==> src/rtl/usb_dev_pkg.sv <==
package usb_dev_pkg;
  // ----------------------------------------------------------------
  // timing
  // ----------------------------------------------------------------
  localparam int CLK_KHZ = 40000;
  localparam int SUSPEND_IDLE_MS = 3;
  localparam int RESUME_IDLE_MS = 5;
  localparam int RESUME_DRIVE_MS = 1;
  localparam int SUSPEND_CYCLES = SUSPEND_IDLE_MS * CLK_KHZ;
  localparam int RESUME_IDLE_CYCLES = RESUME_IDLE_MS * CLK_KHZ;
  localparam int RESUME_DRIVE_CYCLES = RESUME_DRIVE_MS * CLK_KHZ;
  localparam int TIMER_W = 20;
  // ----------------------------------------------------------------
  // sizes
  // ----------------------------------------------------------------
  localparam int NUM_EP = 2;
  localparam int EP_W = 1;
  localparam int CNT_W = 7;
  localparam int ADDR_W = 7;
  localparam int PADDR_W = 8;
  localparam logic [CNT_W-1:0] EP_SIZE = 7'h40;
  // ----------------------------------------------------------------
  // register map
  // ----------------------------------------------------------------
  localparam logic [7:0] CTRL_OFF = 8'h00;
  localparam logic [7:0] ADDR_OFF = 8'h04;
  localparam logic [7:0] STAT_OFF = 8'h08;
  localparam logic [7:0] STAT_CLR_OFF = 8'h0C;
  localparam logic [7:0] EP_BASE_OFF = 8'h20;
  localparam logic [7:0] EP_END_OFF = 8'h40;
  localparam logic [3:0] EP_STA_SUB = 4'h0;
  localparam logic [3:0] EP_CTL_SUB = 4'h4;
  localparam logic [3:0] EP_ENA_SUB = 4'h8;
  localparam logic [3:0] EP_FIFO_SUB = 4'hC;
  // ----------------------------------------------------------------
  // fields
  // ----------------------------------------------------------------
  localparam int CTRL_MACRO_EN = 0;
  localparam int CTRL_FREEZE = 1;
  localparam int CTRL_DETACH = 2;
  localparam int CTRL_RMWAKE = 3;
  localparam int ADDR_EN_BIT = 7;
  localparam int ST_SUSPEND = 0;
  localparam int ST_WAKE = 1;
  localparam int ST_UPRES = 2;
  localparam int ST_EORES = 3;
  localparam int ST_EORST = 4;
  localparam int EPF_IN_READY = 0;
  localparam int EPF_OUT_RX = 1;
  localparam int EPF_SETUP_RX = 2;
  localparam int EPF_STALLED = 3;
  localparam int EPF_NAKED_IN = 4;
  localparam int EPF_HALT = 5;
  localparam int EPF_BANK_CTL = 6;
  localparam int EPF_RW_ALLOWED = 7;
  localparam int EPF_COUNT_LSB = 8;
  localparam int EPC_HALT_SET = 5;
  localparam int EPC_HALT_CLR = 6;
  localparam int EPC_BANK_CLR = 7;
  localparam int EPC_KILL = 8;
  localparam int ENA_IN_READY = 0;
  // ----------------------------------------------------------------
  // reset values
  // ----------------------------------------------------------------
  localparam logic FREEZE_RST = 1'b1;
  localparam logic DETACH_RST = 1'b1;
  // ----------------------------------------------------------------
  // types
  // ----------------------------------------------------------------
  typedef enum logic [1:0] {PID_SETUP, PID_OUT, PID_IN} token_type;
  typedef enum logic [1:0] {HS_ACK, HS_NAK, HS_STALL, HS_DATA} handshake_type;
  typedef enum logic [1:0] {CTRL_IDLE, CTRL_DATA_IN, CTRL_STATUS} ctrl_stage_type;
endpackage

==> src/rtl/usb_device_endpoint_control.sv <==
// What this block does
// - address zero answered after any reset
// - enabled address filters incoming tokens
// - resets and disable clear address, enable
// - suspend flag after 3 ms idle
// - wake on non-idle; flags clear each other
// - detach resets high, removes pull-up
// - resume request only once suspended
// - resume sent after 5 ms inactivity
// - resume flags, request cleared at end
// - halted endpoint stalls, discards, sets only the stall flag
// - halt cleared by clear-bit or SETUP; stall flagged
// - SETUP on halted control endpoint ACKed, clears halt
// - retry beats stall
// - SETUP on control endpoint always ACKed; control bank bits read zero
// - first status token NAKed, CPU data dropped
// - OUT retry ACKed, sets both flags; ZLP clears count
// - free bank sets in-ready with bank control
// - bank-control clear commits bank, moves on
// - rw-allowed while bank not full
// - kill-bank drops last written bank
module usb_device_endpoint_control #(
  parameter int SUSPEND_COUNT = usb_dev_pkg::SUSPEND_CYCLES,
  parameter int RESUME_IDLE_COUNT = usb_dev_pkg::RESUME_IDLE_CYCLES,
  parameter int RESUME_DRIVE_COUNT = usb_dev_pkg::RESUME_DRIVE_CYCLES
) (
  input wire logic mclk,
  input wire logic rst_n,
  input wire logic clk_en,
  input wire logic [usb_dev_pkg::PADDR_W-1:0] paddr,
  input wire logic psel,
  input wire logic penable,
  input wire logic pwrite,
  input wire logic [31:0] pwdata,
  output logic [31:0] prdata,
  output logic pready,
  output logic pslverr,
  input wire logic bus_idle,
  input wire logic bus_reset,
  input wire logic host_eor,
  input wire logic tok_valid,
  input wire usb_dev_pkg::token_type tok_pid,
  input wire logic [usb_dev_pkg::ADDR_W-1:0] tok_addr,
  input wire logic [3:0] tok_ep,
  input wire logic tok_zero_len,
  output logic hs_valid,
  output usb_dev_pkg::handshake_type hs_code,
  output logic fifo_wr,
  output logic [7:0] fifo_wdata,
  output logic pullup_en,
  output logic resume_drive,
  output logic freeze_clock,
  output logic [usb_dev_pkg::NUM_EP-1:0] endpoint_interrupt
);
  import usb_dev_pkg::*;

  // ----------------------------------------------------------------
  // state
  // ----------------------------------------------------------------
  typedef struct packed {
    logic idle_s1;
    logic idle_s2;
    logic idle_d;
    logic macro_enable;
    logic freeze_clock;
    logic detach;
    logic remote_wake_request;
    logic [ADDR_W-1:0] stored_device_address;
    logic address_enable;
    logic suspend_flag;
    logic bus_wake_flag;
    logic upstream_resume_flag;
    logic end_of_resume_flag;
    logic end_of_reset_flag;
    logic resume_drive;
    logic [TIMER_W-1:0] timer;
    logic [NUM_EP-1:0] in_ready_flag;
    logic [NUM_EP-1:0] out_received_flag;
    logic [NUM_EP-1:0] setup_received_flag;
    logic [NUM_EP-1:0] stalled_flag;
    logic [NUM_EP-1:0] naked_in_flag;
    logic [NUM_EP-1:0] halt_request;
    logic [NUM_EP-1:0] in_ready_enable;
    ctrl_stage_type stage;
    logic ctrl_in_pending;
    logic [CNT_W-1:0] ctrl_count;
    logic [1:0] bank_busy;
    logic bank_wr;
    logic bank_rd;
    logic bank_control;
    logic [CNT_W-1:0] bank_byte_count;
    logic hs_valid;
    handshake_type hs_code;
    logic [31:0] prdata;
    logic fifo_wr;
    logic [7:0] fifo_wdata;
  } state_type;

  localparam logic [TIMER_W-1:0] SUSPEND_FLAG_LAST = TIMER_W'(SUSPEND_COUNT - 1);
  localparam logic [TIMER_W-1:0] WAKE_T = TIMER_W'(RESUME_IDLE_COUNT);
  localparam logic [TIMER_W-1:0] DRIVE_LAST = TIMER_W'(RESUME_DRIVE_COUNT - 1);

  state_type s_reg;
  state_type s_next;
  logic idle;
  logic rw_allowed;
  logic [ADDR_W-1:0] eff_addr;

  function automatic logic is_ep(input logic [PADDR_W-1:0] a);
    return (a >= EP_BASE_OFF) && (a < EP_END_OFF) && (a[1:0] == 2'b00);
  endfunction

  function automatic logic [EP_W-1:0] ep_of(input logic [PADDR_W-1:0] a);
    return EP_W'(a[7:4] - EP_BASE_OFF[7:4]);
  endfunction

  function automatic logic addr_hit(input logic [PADDR_W-1:0] a);
    return is_ep(a) || a == CTRL_OFF || a == ADDR_OFF || a == STAT_OFF || a == STAT_CLR_OFF;
  endfunction

  assign idle = s_reg.idle_s2;
  assign eff_addr = s_reg.address_enable ? s_reg.stored_device_address : '0;
  assign rw_allowed = s_reg.bank_control && (s_reg.bank_byte_count < EP_SIZE);

  // ----------------------------------------------------------------
  // next state
  // ----------------------------------------------------------------
  always_comb begin
    handshake_type hs;
    logic fire;
    logic [EP_W-1:0] we;
    logic [EP_W-1:0] te;
    logic lw;
    hs = HS_NAK;
    fire = 1'b0;
    we = '0;
    te = tok_ep[EP_W-1:0];
    lw = 1'b0;
    s_next = s_reg;
    s_next.idle_s1 = bus_idle;
    s_next.idle_s2 = s_reg.idle_s1;
    s_next.idle_d = s_reg.idle_s2;
    s_next.hs_valid = 1'b0;
    s_next.fifo_wr = 1'b0;

    // read data is captured in the setup phase so the access needs no wait
    if (psel && !penable && !pwrite) begin
      s_next.prdata = '0;
      if (is_ep(paddr)) begin
        we = ep_of(paddr);
        case (paddr[3:0])
          EP_STA_SUB: begin
            s_next.prdata[EPF_IN_READY] = s_reg.in_ready_flag[we];
            s_next.prdata[EPF_OUT_RX] = s_reg.out_received_flag[we];
            s_next.prdata[EPF_SETUP_RX] = s_reg.setup_received_flag[we];
            s_next.prdata[EPF_STALLED] = s_reg.stalled_flag[we];
            s_next.prdata[EPF_NAKED_IN] = s_reg.naked_in_flag[we];
            s_next.prdata[EPF_HALT] = s_reg.halt_request[we];
            if (we != '0) begin
              s_next.prdata[EPF_BANK_CTL] = s_reg.bank_control;
              s_next.prdata[EPF_RW_ALLOWED] = rw_allowed;
              s_next.prdata[EPF_COUNT_LSB+:CNT_W] = s_reg.bank_byte_count;
            end else begin
              s_next.prdata[EPF_COUNT_LSB+:CNT_W] = s_reg.ctrl_count;
            end
          end
          EP_ENA_SUB: s_next.prdata[ENA_IN_READY] = s_reg.in_ready_enable[we];
          default: ;
        endcase
      end else begin
        case (paddr)
          CTRL_OFF: begin
            s_next.prdata[CTRL_MACRO_EN] = s_reg.macro_enable;
            s_next.prdata[CTRL_FREEZE] = s_reg.freeze_clock;
            s_next.prdata[CTRL_DETACH] = s_reg.detach;
            s_next.prdata[CTRL_RMWAKE] = s_reg.remote_wake_request;
          end
          ADDR_OFF: begin
            s_next.prdata[ADDR_W-1:0] = s_reg.stored_device_address;
            s_next.prdata[ADDR_EN_BIT] = s_reg.address_enable;
          end
          STAT_OFF: begin
            s_next.prdata[ST_SUSPEND] = s_reg.suspend_flag;
            s_next.prdata[ST_WAKE] = s_reg.bus_wake_flag;
            s_next.prdata[ST_UPRES] = s_reg.upstream_resume_flag;
            s_next.prdata[ST_EORES] = s_reg.end_of_resume_flag;
            s_next.prdata[ST_EORST] = s_reg.end_of_reset_flag;
          end
          default: ;
        endcase
      end
    end

    // ----------------------------------------------------------------
    // register writes; hardware events below override clears
    // ----------------------------------------------------------------
    if (psel && penable && pwrite) begin
      if (is_ep(paddr)) begin
        we = ep_of(paddr);
        case (paddr[3:0])
          EP_CTL_SUB: begin
            if (pwdata[EPF_IN_READY]) begin
              if (we != '0) begin
                s_next.in_ready_flag[we] = 1'b0;
              end else if (s_reg.stage != CTRL_STATUS) begin
                s_next.in_ready_flag[0] = 1'b0;
                s_next.ctrl_in_pending = 1'b1;
              end
            end
            if (pwdata[EPF_OUT_RX]) s_next.out_received_flag[we] = 1'b0;
            if (pwdata[EPF_SETUP_RX]) s_next.setup_received_flag[we] = 1'b0;
            if (pwdata[EPF_STALLED]) s_next.stalled_flag[we] = 1'b0;
            if (pwdata[EPF_NAKED_IN]) s_next.naked_in_flag[we] = 1'b0;
            if (pwdata[EPC_HALT_CLR]) s_next.halt_request[we] = 1'b0;
            if (pwdata[EPC_HALT_SET]) s_next.halt_request[we] = 1'b1;
            if (we != '0 && pwdata[EPC_BANK_CLR] && s_reg.bank_control) begin
              s_next.bank_busy[s_reg.bank_wr] = 1'b1;
              s_next.bank_wr = ~s_reg.bank_wr;
              s_next.bank_control = 1'b0;
              s_next.in_ready_flag[1] = 1'b0;
              s_next.bank_byte_count = '0;
            end
            if (we != '0 && pwdata[EPC_KILL]) begin
              lw = ~s_next.bank_wr;
              if (s_next.bank_busy[lw]) begin
                s_next.bank_busy[lw] = 1'b0;
                s_next.bank_wr = lw;
                s_next.bank_control = 1'b0;
                s_next.in_ready_flag[1] = 1'b0;
                s_next.bank_byte_count = '0;
              end
            end
          end
          EP_ENA_SUB: s_next.in_ready_enable[we] = pwdata[ENA_IN_READY];
          EP_FIFO_SUB: begin
            if (we != '0) begin
              if (rw_allowed) begin
                s_next.bank_byte_count = CNT_W'(s_reg.bank_byte_count + 1'b1);
                s_next.fifo_wr = 1'b1;
                s_next.fifo_wdata = pwdata[7:0];
              end
            end else if (s_reg.stage != CTRL_STATUS && s_reg.ctrl_count < EP_SIZE) begin
              s_next.ctrl_count = CNT_W'(s_reg.ctrl_count + 1'b1);
              s_next.fifo_wr = 1'b1;
              s_next.fifo_wdata = pwdata[7:0];
            end
          end
          default: ;
        endcase
      end else begin
        case (paddr)
          CTRL_OFF: begin
            s_next.macro_enable = pwdata[CTRL_MACRO_EN];
            s_next.freeze_clock = pwdata[CTRL_FREEZE];
            s_next.detach = pwdata[CTRL_DETACH];
            // a request while not suspended is dropped
            if (pwdata[CTRL_RMWAKE] && s_reg.suspend_flag) s_next.remote_wake_request = 1'b1;
          end
          ADDR_OFF: begin
            s_next.stored_device_address = pwdata[ADDR_W-1:0];
            s_next.address_enable = pwdata[ADDR_EN_BIT];
          end
          STAT_CLR_OFF: begin
            if (pwdata[ST_SUSPEND]) s_next.suspend_flag = 1'b0;
            if (pwdata[ST_WAKE]) s_next.bus_wake_flag = 1'b0;
            if (pwdata[ST_UPRES]) s_next.upstream_resume_flag = 1'b0;
            if (pwdata[ST_EORES]) s_next.end_of_resume_flag = 1'b0;
            if (pwdata[ST_EORST]) s_next.end_of_reset_flag = 1'b0;
          end
          default: ;
        endcase
      end
    end

    // ----------------------------------------------------------------
    // bus activity timer, suspend and remote wake
    // ----------------------------------------------------------------
    if (s_reg.resume_drive) begin
      s_next.timer = TIMER_W'(s_reg.timer + 1'b1);
      if (s_reg.timer == DRIVE_LAST) begin
        s_next.resume_drive = 1'b0;
        s_next.remote_wake_request = 1'b0;
        s_next.timer = '0;
      end
    end else if (idle) begin
      // saturates at the wake count so the suspend point is passed once
      if (s_reg.timer != WAKE_T) s_next.timer = TIMER_W'(s_reg.timer + 1'b1);
      if (s_reg.timer == SUSPEND_FLAG_LAST) begin
        s_next.suspend_flag = 1'b1;
        s_next.bus_wake_flag = 1'b0;
      end
    end else begin
      s_next.timer = '0;
    end
    // own resume signalling is not a wake event
    if (s_reg.idle_d && !idle && !s_reg.resume_drive) begin
      s_next.bus_wake_flag = 1'b1;
      s_next.suspend_flag = 1'b0;
    end
    if (s_reg.remote_wake_request && !s_reg.resume_drive && idle && s_reg.timer == WAKE_T) begin
      s_next.resume_drive = 1'b1;
      s_next.timer = '0;
      s_next.upstream_resume_flag = 1'b1;
      s_next.suspend_flag = 1'b0;
    end
    if (host_eor) s_next.end_of_resume_flag = 1'b1;

    // ----------------------------------------------------------------
    // token handling
    // ----------------------------------------------------------------
    if (tok_valid && tok_addr == eff_addr && tok_ep < 4'(NUM_EP)) begin
      fire = 1'b1;
      case (tok_pid)
        PID_SETUP: begin
          if (te == '0) begin
            hs = HS_ACK;
            s_next.setup_received_flag[0] = 1'b1;
            s_next.halt_request[0] = 1'b0;
            s_next.stalled_flag[0] = 1'b0;
            s_next.out_received_flag[0] = 1'b0;
            s_next.in_ready_flag[0] = 1'b0;
            s_next.ctrl_in_pending = 1'b0;
            s_next.ctrl_count = '0;
            s_next.stage = CTRL_IDLE;
          end else begin
            fire = 1'b0;
          end
        end
        PID_OUT: begin
          if (te == '0) begin
            if (s_reg.stage == CTRL_DATA_IN) begin
              hs = HS_NAK;
              s_next.stage = CTRL_STATUS;
              s_next.ctrl_in_pending = 1'b0;
              s_next.ctrl_count = '0;
            end else if (s_reg.stage == CTRL_STATUS) begin
              hs = HS_ACK;
              s_next.out_received_flag[0] = 1'b1;
              s_next.in_ready_flag[0] = 1'b1;
            end else if (s_reg.out_received_flag[0]) begin
              hs = HS_NAK;
            end else if (s_reg.halt_request[0]) begin
              hs = HS_STALL;
            end else begin
              hs = HS_ACK;
              s_next.out_received_flag[0] = 1'b1;
            end
            if (hs == HS_ACK && tok_zero_len) s_next.ctrl_count = '0;
          end else begin
            hs = s_reg.halt_request[te] ? HS_STALL : HS_NAK;
          end
        end
        PID_IN: begin
          if (te == '0) begin
            if (!s_reg.ctrl_in_pending) begin
              hs = HS_NAK;
              s_next.naked_in_flag[0] = 1'b1;
            end else if (s_reg.halt_request[0]) begin
              hs = HS_STALL;
            end else begin
              hs = HS_DATA;
              s_next.ctrl_in_pending = 1'b0;
              s_next.in_ready_flag[0] = 1'b1;
              s_next.ctrl_count = '0;
              s_next.stage = CTRL_DATA_IN;
            end
          end else if (!s_reg.bank_busy[s_reg.bank_rd]) begin
            hs = HS_NAK;
            s_next.naked_in_flag[te] = 1'b1;
          end else if (s_reg.halt_request[te]) begin
            hs = HS_STALL;
          end else begin
            hs = HS_DATA;
            s_next.bank_busy[s_reg.bank_rd] = 1'b0;
            s_next.bank_rd = ~s_reg.bank_rd;
          end
        end
        default: fire = 1'b0;
      endcase
      if (fire && hs == HS_STALL) s_next.stalled_flag[te] = 1'b1;
      s_next.hs_valid = fire;
      s_next.hs_code = hs;
    end

    // current IN bank free: offer it to firmware
    if (!s_next.bank_control && !s_next.bank_busy[s_next.bank_wr]) begin
      s_next.bank_control = 1'b1;
      s_next.in_ready_flag[1] = 1'b1;
    end

    if (bus_reset) begin
      s_next.stored_device_address = '0;
      s_next.address_enable = 1'b0;
      s_next.stage = CTRL_IDLE;
      s_next.ctrl_in_pending = 1'b0;
      s_next.ctrl_count = '0;
      s_next.end_of_reset_flag = 1'b1;
    end
    // disabled macro holds device state in reset, except the enable, freeze and detach bits and in-ready enables
    if (!s_next.macro_enable) begin
      s_next.stored_device_address = '0;
      s_next.address_enable = 1'b0;
      s_next.suspend_flag = 1'b0;
      s_next.bus_wake_flag = 1'b0;
      s_next.upstream_resume_flag = 1'b0;
      s_next.end_of_resume_flag = 1'b0;
      s_next.end_of_reset_flag = 1'b0;
      s_next.remote_wake_request = 1'b0;
      s_next.resume_drive = 1'b0;
      s_next.timer = '0;
      s_next.in_ready_flag = '0;
      s_next.out_received_flag = '0;
      s_next.setup_received_flag = '0;
      s_next.stalled_flag = '0;
      s_next.naked_in_flag = '0;
      s_next.halt_request = '0;
      s_next.stage = CTRL_IDLE;
      s_next.ctrl_in_pending = 1'b0;
      s_next.ctrl_count = '0;
      s_next.bank_busy = '0;
      s_next.bank_wr = 1'b0;
      s_next.bank_rd = 1'b0;
      s_next.bank_control = 1'b0;
      s_next.bank_byte_count = '0;
      s_next.hs_valid = 1'b0;
    end
  end

  always_ff @(posedge mclk or negedge rst_n) begin
    if (!rst_n) begin
      s_reg <= '0;
      s_reg.freeze_clock <= FREEZE_RST;
      s_reg.detach <= DETACH_RST;
    end else if (clk_en) begin
      s_reg <= s_next;
    end
  end

  // ----------------------------------------------------------------
  // outputs
  // ----------------------------------------------------------------
  assign pready = 1'b1;
  assign pslverr = psel && penable && !addr_hit(paddr);
  assign prdata = s_reg.prdata;
  assign hs_valid = s_reg.hs_valid;
  assign hs_code = s_reg.hs_code;
  assign fifo_wr = s_reg.fifo_wr;
  assign fifo_wdata = s_reg.fifo_wdata;
  assign pullup_en = s_reg.macro_enable && !s_reg.detach;
  assign resume_drive = s_reg.resume_drive;
  assign freeze_clock = s_reg.freeze_clock;

  for (genvar g = 0; g < NUM_EP; g++) begin : g_int
    assign endpoint_interrupt[g] = s_reg.stalled_flag[g] | s_reg.setup_received_flag[g] |
      s_reg.out_received_flag[g] | (s_reg.in_ready_flag[g] & s_reg.in_ready_enable[g]);
  end
endmodule

==> config.mk <==
export PLATFORM = sky130hd
export DESIGN_NAME = usb_device_endpoint_control
export DESIGN_NICKNAME = d
export VERILOG_FILES = /design/src/rtl/usb_dev_pkg.sv /design/src/rtl/usb_device_endpoint_control.sv
export SDC_FILE = /design/constraint.sdc
export NUM_CORES = 1
export LEC_CHECK = 0
export ABC_AREA = 1
export BUFFER_PORTS_ARGS = -buffer_cell sky130_fd_sc_hd__buf_2
export CELL_PAD_IN_SITES_DETAIL_PLACEMENT = 0
export CELL_PAD_IN_SITES_GLOBAL_PLACEMENT = 1
export CORE_UTILIZATION = 45
export DETAILED_ROUTE_END_ITERATION = 10
export PLACE_DENSITY_LB_ADDON = 0.1
export SETUP_SLACK_MARGIN = 0.2
export SYNTH_ARGS = -nofsm -noshare
export SYNTH_HDL_FRONTEND = slang
export SYNTH_SLANG_ARGS = --single-unit
==> constraint.sdc <==
create_clock -name mclk -period 4.5 [get_ports mclk]
set_clock_uncertainty 0.1 [all_clocks]
set_input_delay 1.125 -clock mclk [delete_from_list [all_inputs] [get_ports mclk]]
set_output_delay 1.125 -clock mclk [all_outputs]
set_load 0.005 [all_outputs]
==> impl_summary.log <==
INFO  metric status = completed
INFO  metric route.detailed.wl_per_inst = 16.95 um
INFO  metric cts_inserted_buffers = 9
INFO  metric antenna_left = 0
INFO  metric dp.final_hpwl = 16090 um
INFO  metric whs_path_depth = 2
INFO  metric floorplan.core_area = 0.01526 sq mm
INFO  metric crit_required = 3.27 ns
INFO  metric yosysWarningCount = 0
INFO  metric drt_pass1_iterations = 5
INFO  metric clock_sinks = 104
INFO  metric yosysMostFrequentCell = sky130_fd_sc_hd__nand2_1
INFO  metric die_area = 0.01621 sq mm
INFO  metric tightest_slew_margin_relative_to_the_limit = 43.01%
INFO  metric finalMaxSlewViolations = 0
INFO  metric first_global_vias = 6164
INFO  metric largest_register_ffs = 71
INFO  metric finalCoreUtilization = 50.12%
INFO  metric vias = between 6000 and 7000
INFO  metric finalWorstPathRequiredPeriod = 3.832 ns
INFO  metric maximum_number_of_pins_on_one_net_before_global_route_repair = 65
INFO  metric achievable-frequency = between 200 and 300 MHz
INFO  metric ir_drop = about 0.00019 V
INFO  metric synth_commonest_cells = sky130_fd_sc_hd__nand2_1, sky130_fd_sc_hd__inv_1, sky130_fd_sc_hd__dfrtp_1, sky130_fd_sc_hd__o21ai_0
INFO  metric clk_pin_slew_worst_paths = around 0.07 ns
INFO  metric ys_seq_area_share = 36.87%
INFO  metric drive_above_1_share = 12.39%
INFO  metric globalRouteOverflowTotal = 0
INFO  metric detail_route.vias_per_cell = 5.383
INFO  metric start_util = between 40% and 50%
INFO  metric floorplan.die.width = 127.3 um
INFO  metric finalSetupTns = 0 ns
INFO  metric post_layout_nonfiller_instances = 1244
INFO  metric grt_setup_unrepaired = false
INFO  metric multiInputGateArea = 0.003615 sq mm
INFO  metric yosys_register_bits = 104
INFO  metric final-hold-violation-count = 0
INFO  metric cts_tree = yes
INFO  metric design.portCount = around 120
INFO  metric ys_types = 54
INFO  metric timing_worst_setup_path_type = input pin to output port
INFO  metric synth_largest_type_area_fraction = 36.13%
INFO  metric synth_enable_flop_cells = 0
INFO  metric final-seq-area = 0.002605 sq mm
INFO  metric layout.filler_cells = 1671
INFO  metric asyncSetResetFlopFracSynth = 100.0%
INFO  metric post_cts.repair.setup_buffers = 0
INFO  metric netlist.top_cell.by_area = sky130_fd_sc_hd__dfrtp_1
INFO  metric drv_cap = 0
INFO  metric clk_latency = 0.36 ns
INFO  metric grt_first_pass_wirelength = between 30000 and 40000 um
INFO  metric final-setup-viol-count = 0
INFO  metric worstRegToRegCells = 9
INFO  metric drt_drc_violations_left = 0
INFO  metric critical_path_peak_fanout = 12
INFO  metric drt_wl_total = 21080 um
INFO  metric final_net_count = 1100
INFO  metric port_buffers = 73
INFO  metric synthesis.area = 0.007066 sq mm
INFO  metric ys_dominant_reg_cell = sky130_fd_sc_hd__dfrtp_1
INFO  metric layout_worst_path_cycle_share = 85.15%
INFO  metric grt.total_usage = 27.23%
INFO  metric post_cts_hold_buffer_count = 0
INFO  metric clock_path_buffers = 2
INFO  metric area_contributors_post_synth = sky130_fd_sc_hd__dfrtp_1, sky130_fd_sc_hd__nand2_1, sky130_fd_sc_hd__o21ai_0, sky130_fd_sc_hd__inv_1, sky130_fd_sc_hd__nand3_1
INFO  metric cts-root-buf = sky130_fd_sc_hd__clkbuf_16
INFO  metric post_cts_resize_count = 0
INFO  metric antenna_cells = 0
INFO  metric area_growth_syn_to_layout = 8.234%
INFO  metric gp_congestion = 0.9441
INFO  metric chipHeight = 127.3 um
INFO  metric tightest_slew = 0.8549 ns
INFO  metric holdCritPathClass = flip-flop to flip-flop
INFO  metric netlist_instances = 991
INFO  metric critPathArrivalTime = approximately 2.6 ns
INFO  metric crit_path_end_kind = output port
INFO  metric htree_num_levels = 3
INFO  metric antenna_found_initial = 0
INFO  metric postSynthAreaPerCell = 7.130 sq um
INFO  metric crit_path_start_kind = input pin
INFO  metric total_leakage_power = 3.478 nW
INFO  metric detailedRoute.firstIterationViolations = 430
INFO  metric dpl.cell_count = 1228
INFO  metric placement_rows = between 40 and 50
INFO  metric power.density_cell_area = 272.5 mW/mm^2
==> metrics by stage <==
stage	worst slack, ns	instance area, sq um	hold WS, ns	total power [mW]
floorplan	1.349	7126	0.3422	1.200
global placement	0.6881	7357	0.3566	1.291
detailed placement	0.7030	7357	0.3606	1.295
CTS	0.6941	7647	0.3796	2.103
global route	0.5301	7647	0.4013	2.176
finish	0.6684	7647	0.3749	2.084
==> cell usage in the layout, fill, tap and decap left out, types with 2 or more instances in the layout <==
cell                         instances
sky130_fd_sc_hd__nor4_1              8
sky130_fd_sc_hd__nor2_2              3
sky130_fd_sc_hd__buf_2              72
sky130_fd_sc_hd__inv_2               5
sky130_fd_sc_hd__conb_1             18
sky130_fd_sc_hd__nor3_2              2
sky130_fd_sc_hd__clkbuf_16           9
sky130_fd_sc_hd__xnor2_1             3
sky130_fd_sc_hd__a21boi_0            2
sky130_fd_sc_hd__o21ai_0            89
sky130_fd_sc_hd__nand3_1            77
sky130_fd_sc_hd__ha_1                8
sky130_fd_sc_hd__nor2_4              4
sky130_fd_sc_hd__a21oi_1            27
sky130_fd_sc_hd__o22ai_1             7
sky130_fd_sc_hd__a31oi_1            11
sky130_fd_sc_hd__o21ai_1            18
sky130_fd_sc_hd__o2111ai_1           3
sky130_fd_sc_hd__xor2_1             13
sky130_fd_sc_hd__o311ai_0            2
sky130_fd_sc_hd__nand3b_1            5
sky130_fd_sc_hd__buf_4               6
sky130_fd_sc_hd__o31ai_1             5
sky130_fd_sc_hd__nand2_2             6
sky130_fd_sc_hd__nand2_1           230
sky130_fd_sc_hd__o21a_1              3
sky130_fd_sc_hd__nand2_4             4
sky130_fd_sc_hd__a22oi_2             2
sky130_fd_sc_hd__dfstp_2             2
sky130_fd_sc_hd__o211ai_1            6
sky130_fd_sc_hd__clkinvlp_4          2
sky130_fd_sc_hd__nor2_1             77
sky130_fd_sc_hd__o41ai_1             3
sky130_fd_sc_hd__dfrtp_1           102
sky130_fd_sc_hd__nand4_1            35
sky130_fd_sc_hd__clkbuf_1            3
sky130_fd_sc_hd__inv_1             112
sky130_fd_sc_hd__nor3_1             30
==> power by group <==
group          total (mW)  internal [mW]  switching, mW
logic               0.286         0.0807          0.205
registers           0.991          0.963         0.0278
clock network       0.807          0.435          0.372
==> layout make-up <==
class                      instances  share of cell area (%)
clock buffer                      12                   3.092
clock inverter                     4                  0.7035
multi-input combinational        715                   47.27
timing repair buffer              79                   5.563
inverter                         119                   5.857
sequential                       104                   34.06
tap                              211                   3.452
==> path summary, 6_finish.rpt <==
check | start | endpoint | slack, ns
setup / recovery | paddr[0] | pslverr | 0.67
hold / removal | s_next[119] | s_next[119] | 0.37
min in group asynchronous | rst_n | fifo_wdata[5] | 0.78
max in group asynchronous | rst_n | hs_code[1] | 2.78
hold reg to reg | s_next[119] | s_next[119] | 0.37
setup reg to reg | s_reg[106] | s_reg[60] | 1.73
==> metal layers <==
layer / GRT usage, % / part of all wire, % / vias up
li1: - / - / 3327
met1: 38.68 / 49 / 3190
met2: 43.52 / 45 / 164
met3: 4.439 / 4.4 / 15
met4: 6.162 / 1.5 / 0
met5: 0 / 0 / -
==> worst max-delay path, stage by stage <==
cell                      delay, ns
sky130_fd_sc_hd__buf_2         0.12
sky130_fd_sc_hd__inv_1         0.05
sky130_fd_sc_hd__nand2_1       0.10
sky130_fd_sc_hd__nor2_1        0.14
sky130_fd_sc_hd__nand2_1       0.26
sky130_fd_sc_hd__nor2_1        0.50
sky130_fd_sc_hd__nor3_1        0.16
sky130_fd_sc_hd__buf_2         0.16
==> logic make-up (layout without fill, tap and decap cells) <==
kind of cell               after synthesis  in the layout  share of synthesized area (%)
DFF                                    104            104                          36.87
xor gates and xnor gates                16             16                          1.983
muxes                                    1              1                         0.1417
AOI/OAI and AO/OA                      186            186                          15.28
other                                    2             18                         0.1063
and+or+nand+nor                        486            486                          31.38
adders and majority gates                8              8                          1.417
buffers and inverters                  188            214                          12.82
Power figures use the tool's default switching activity.
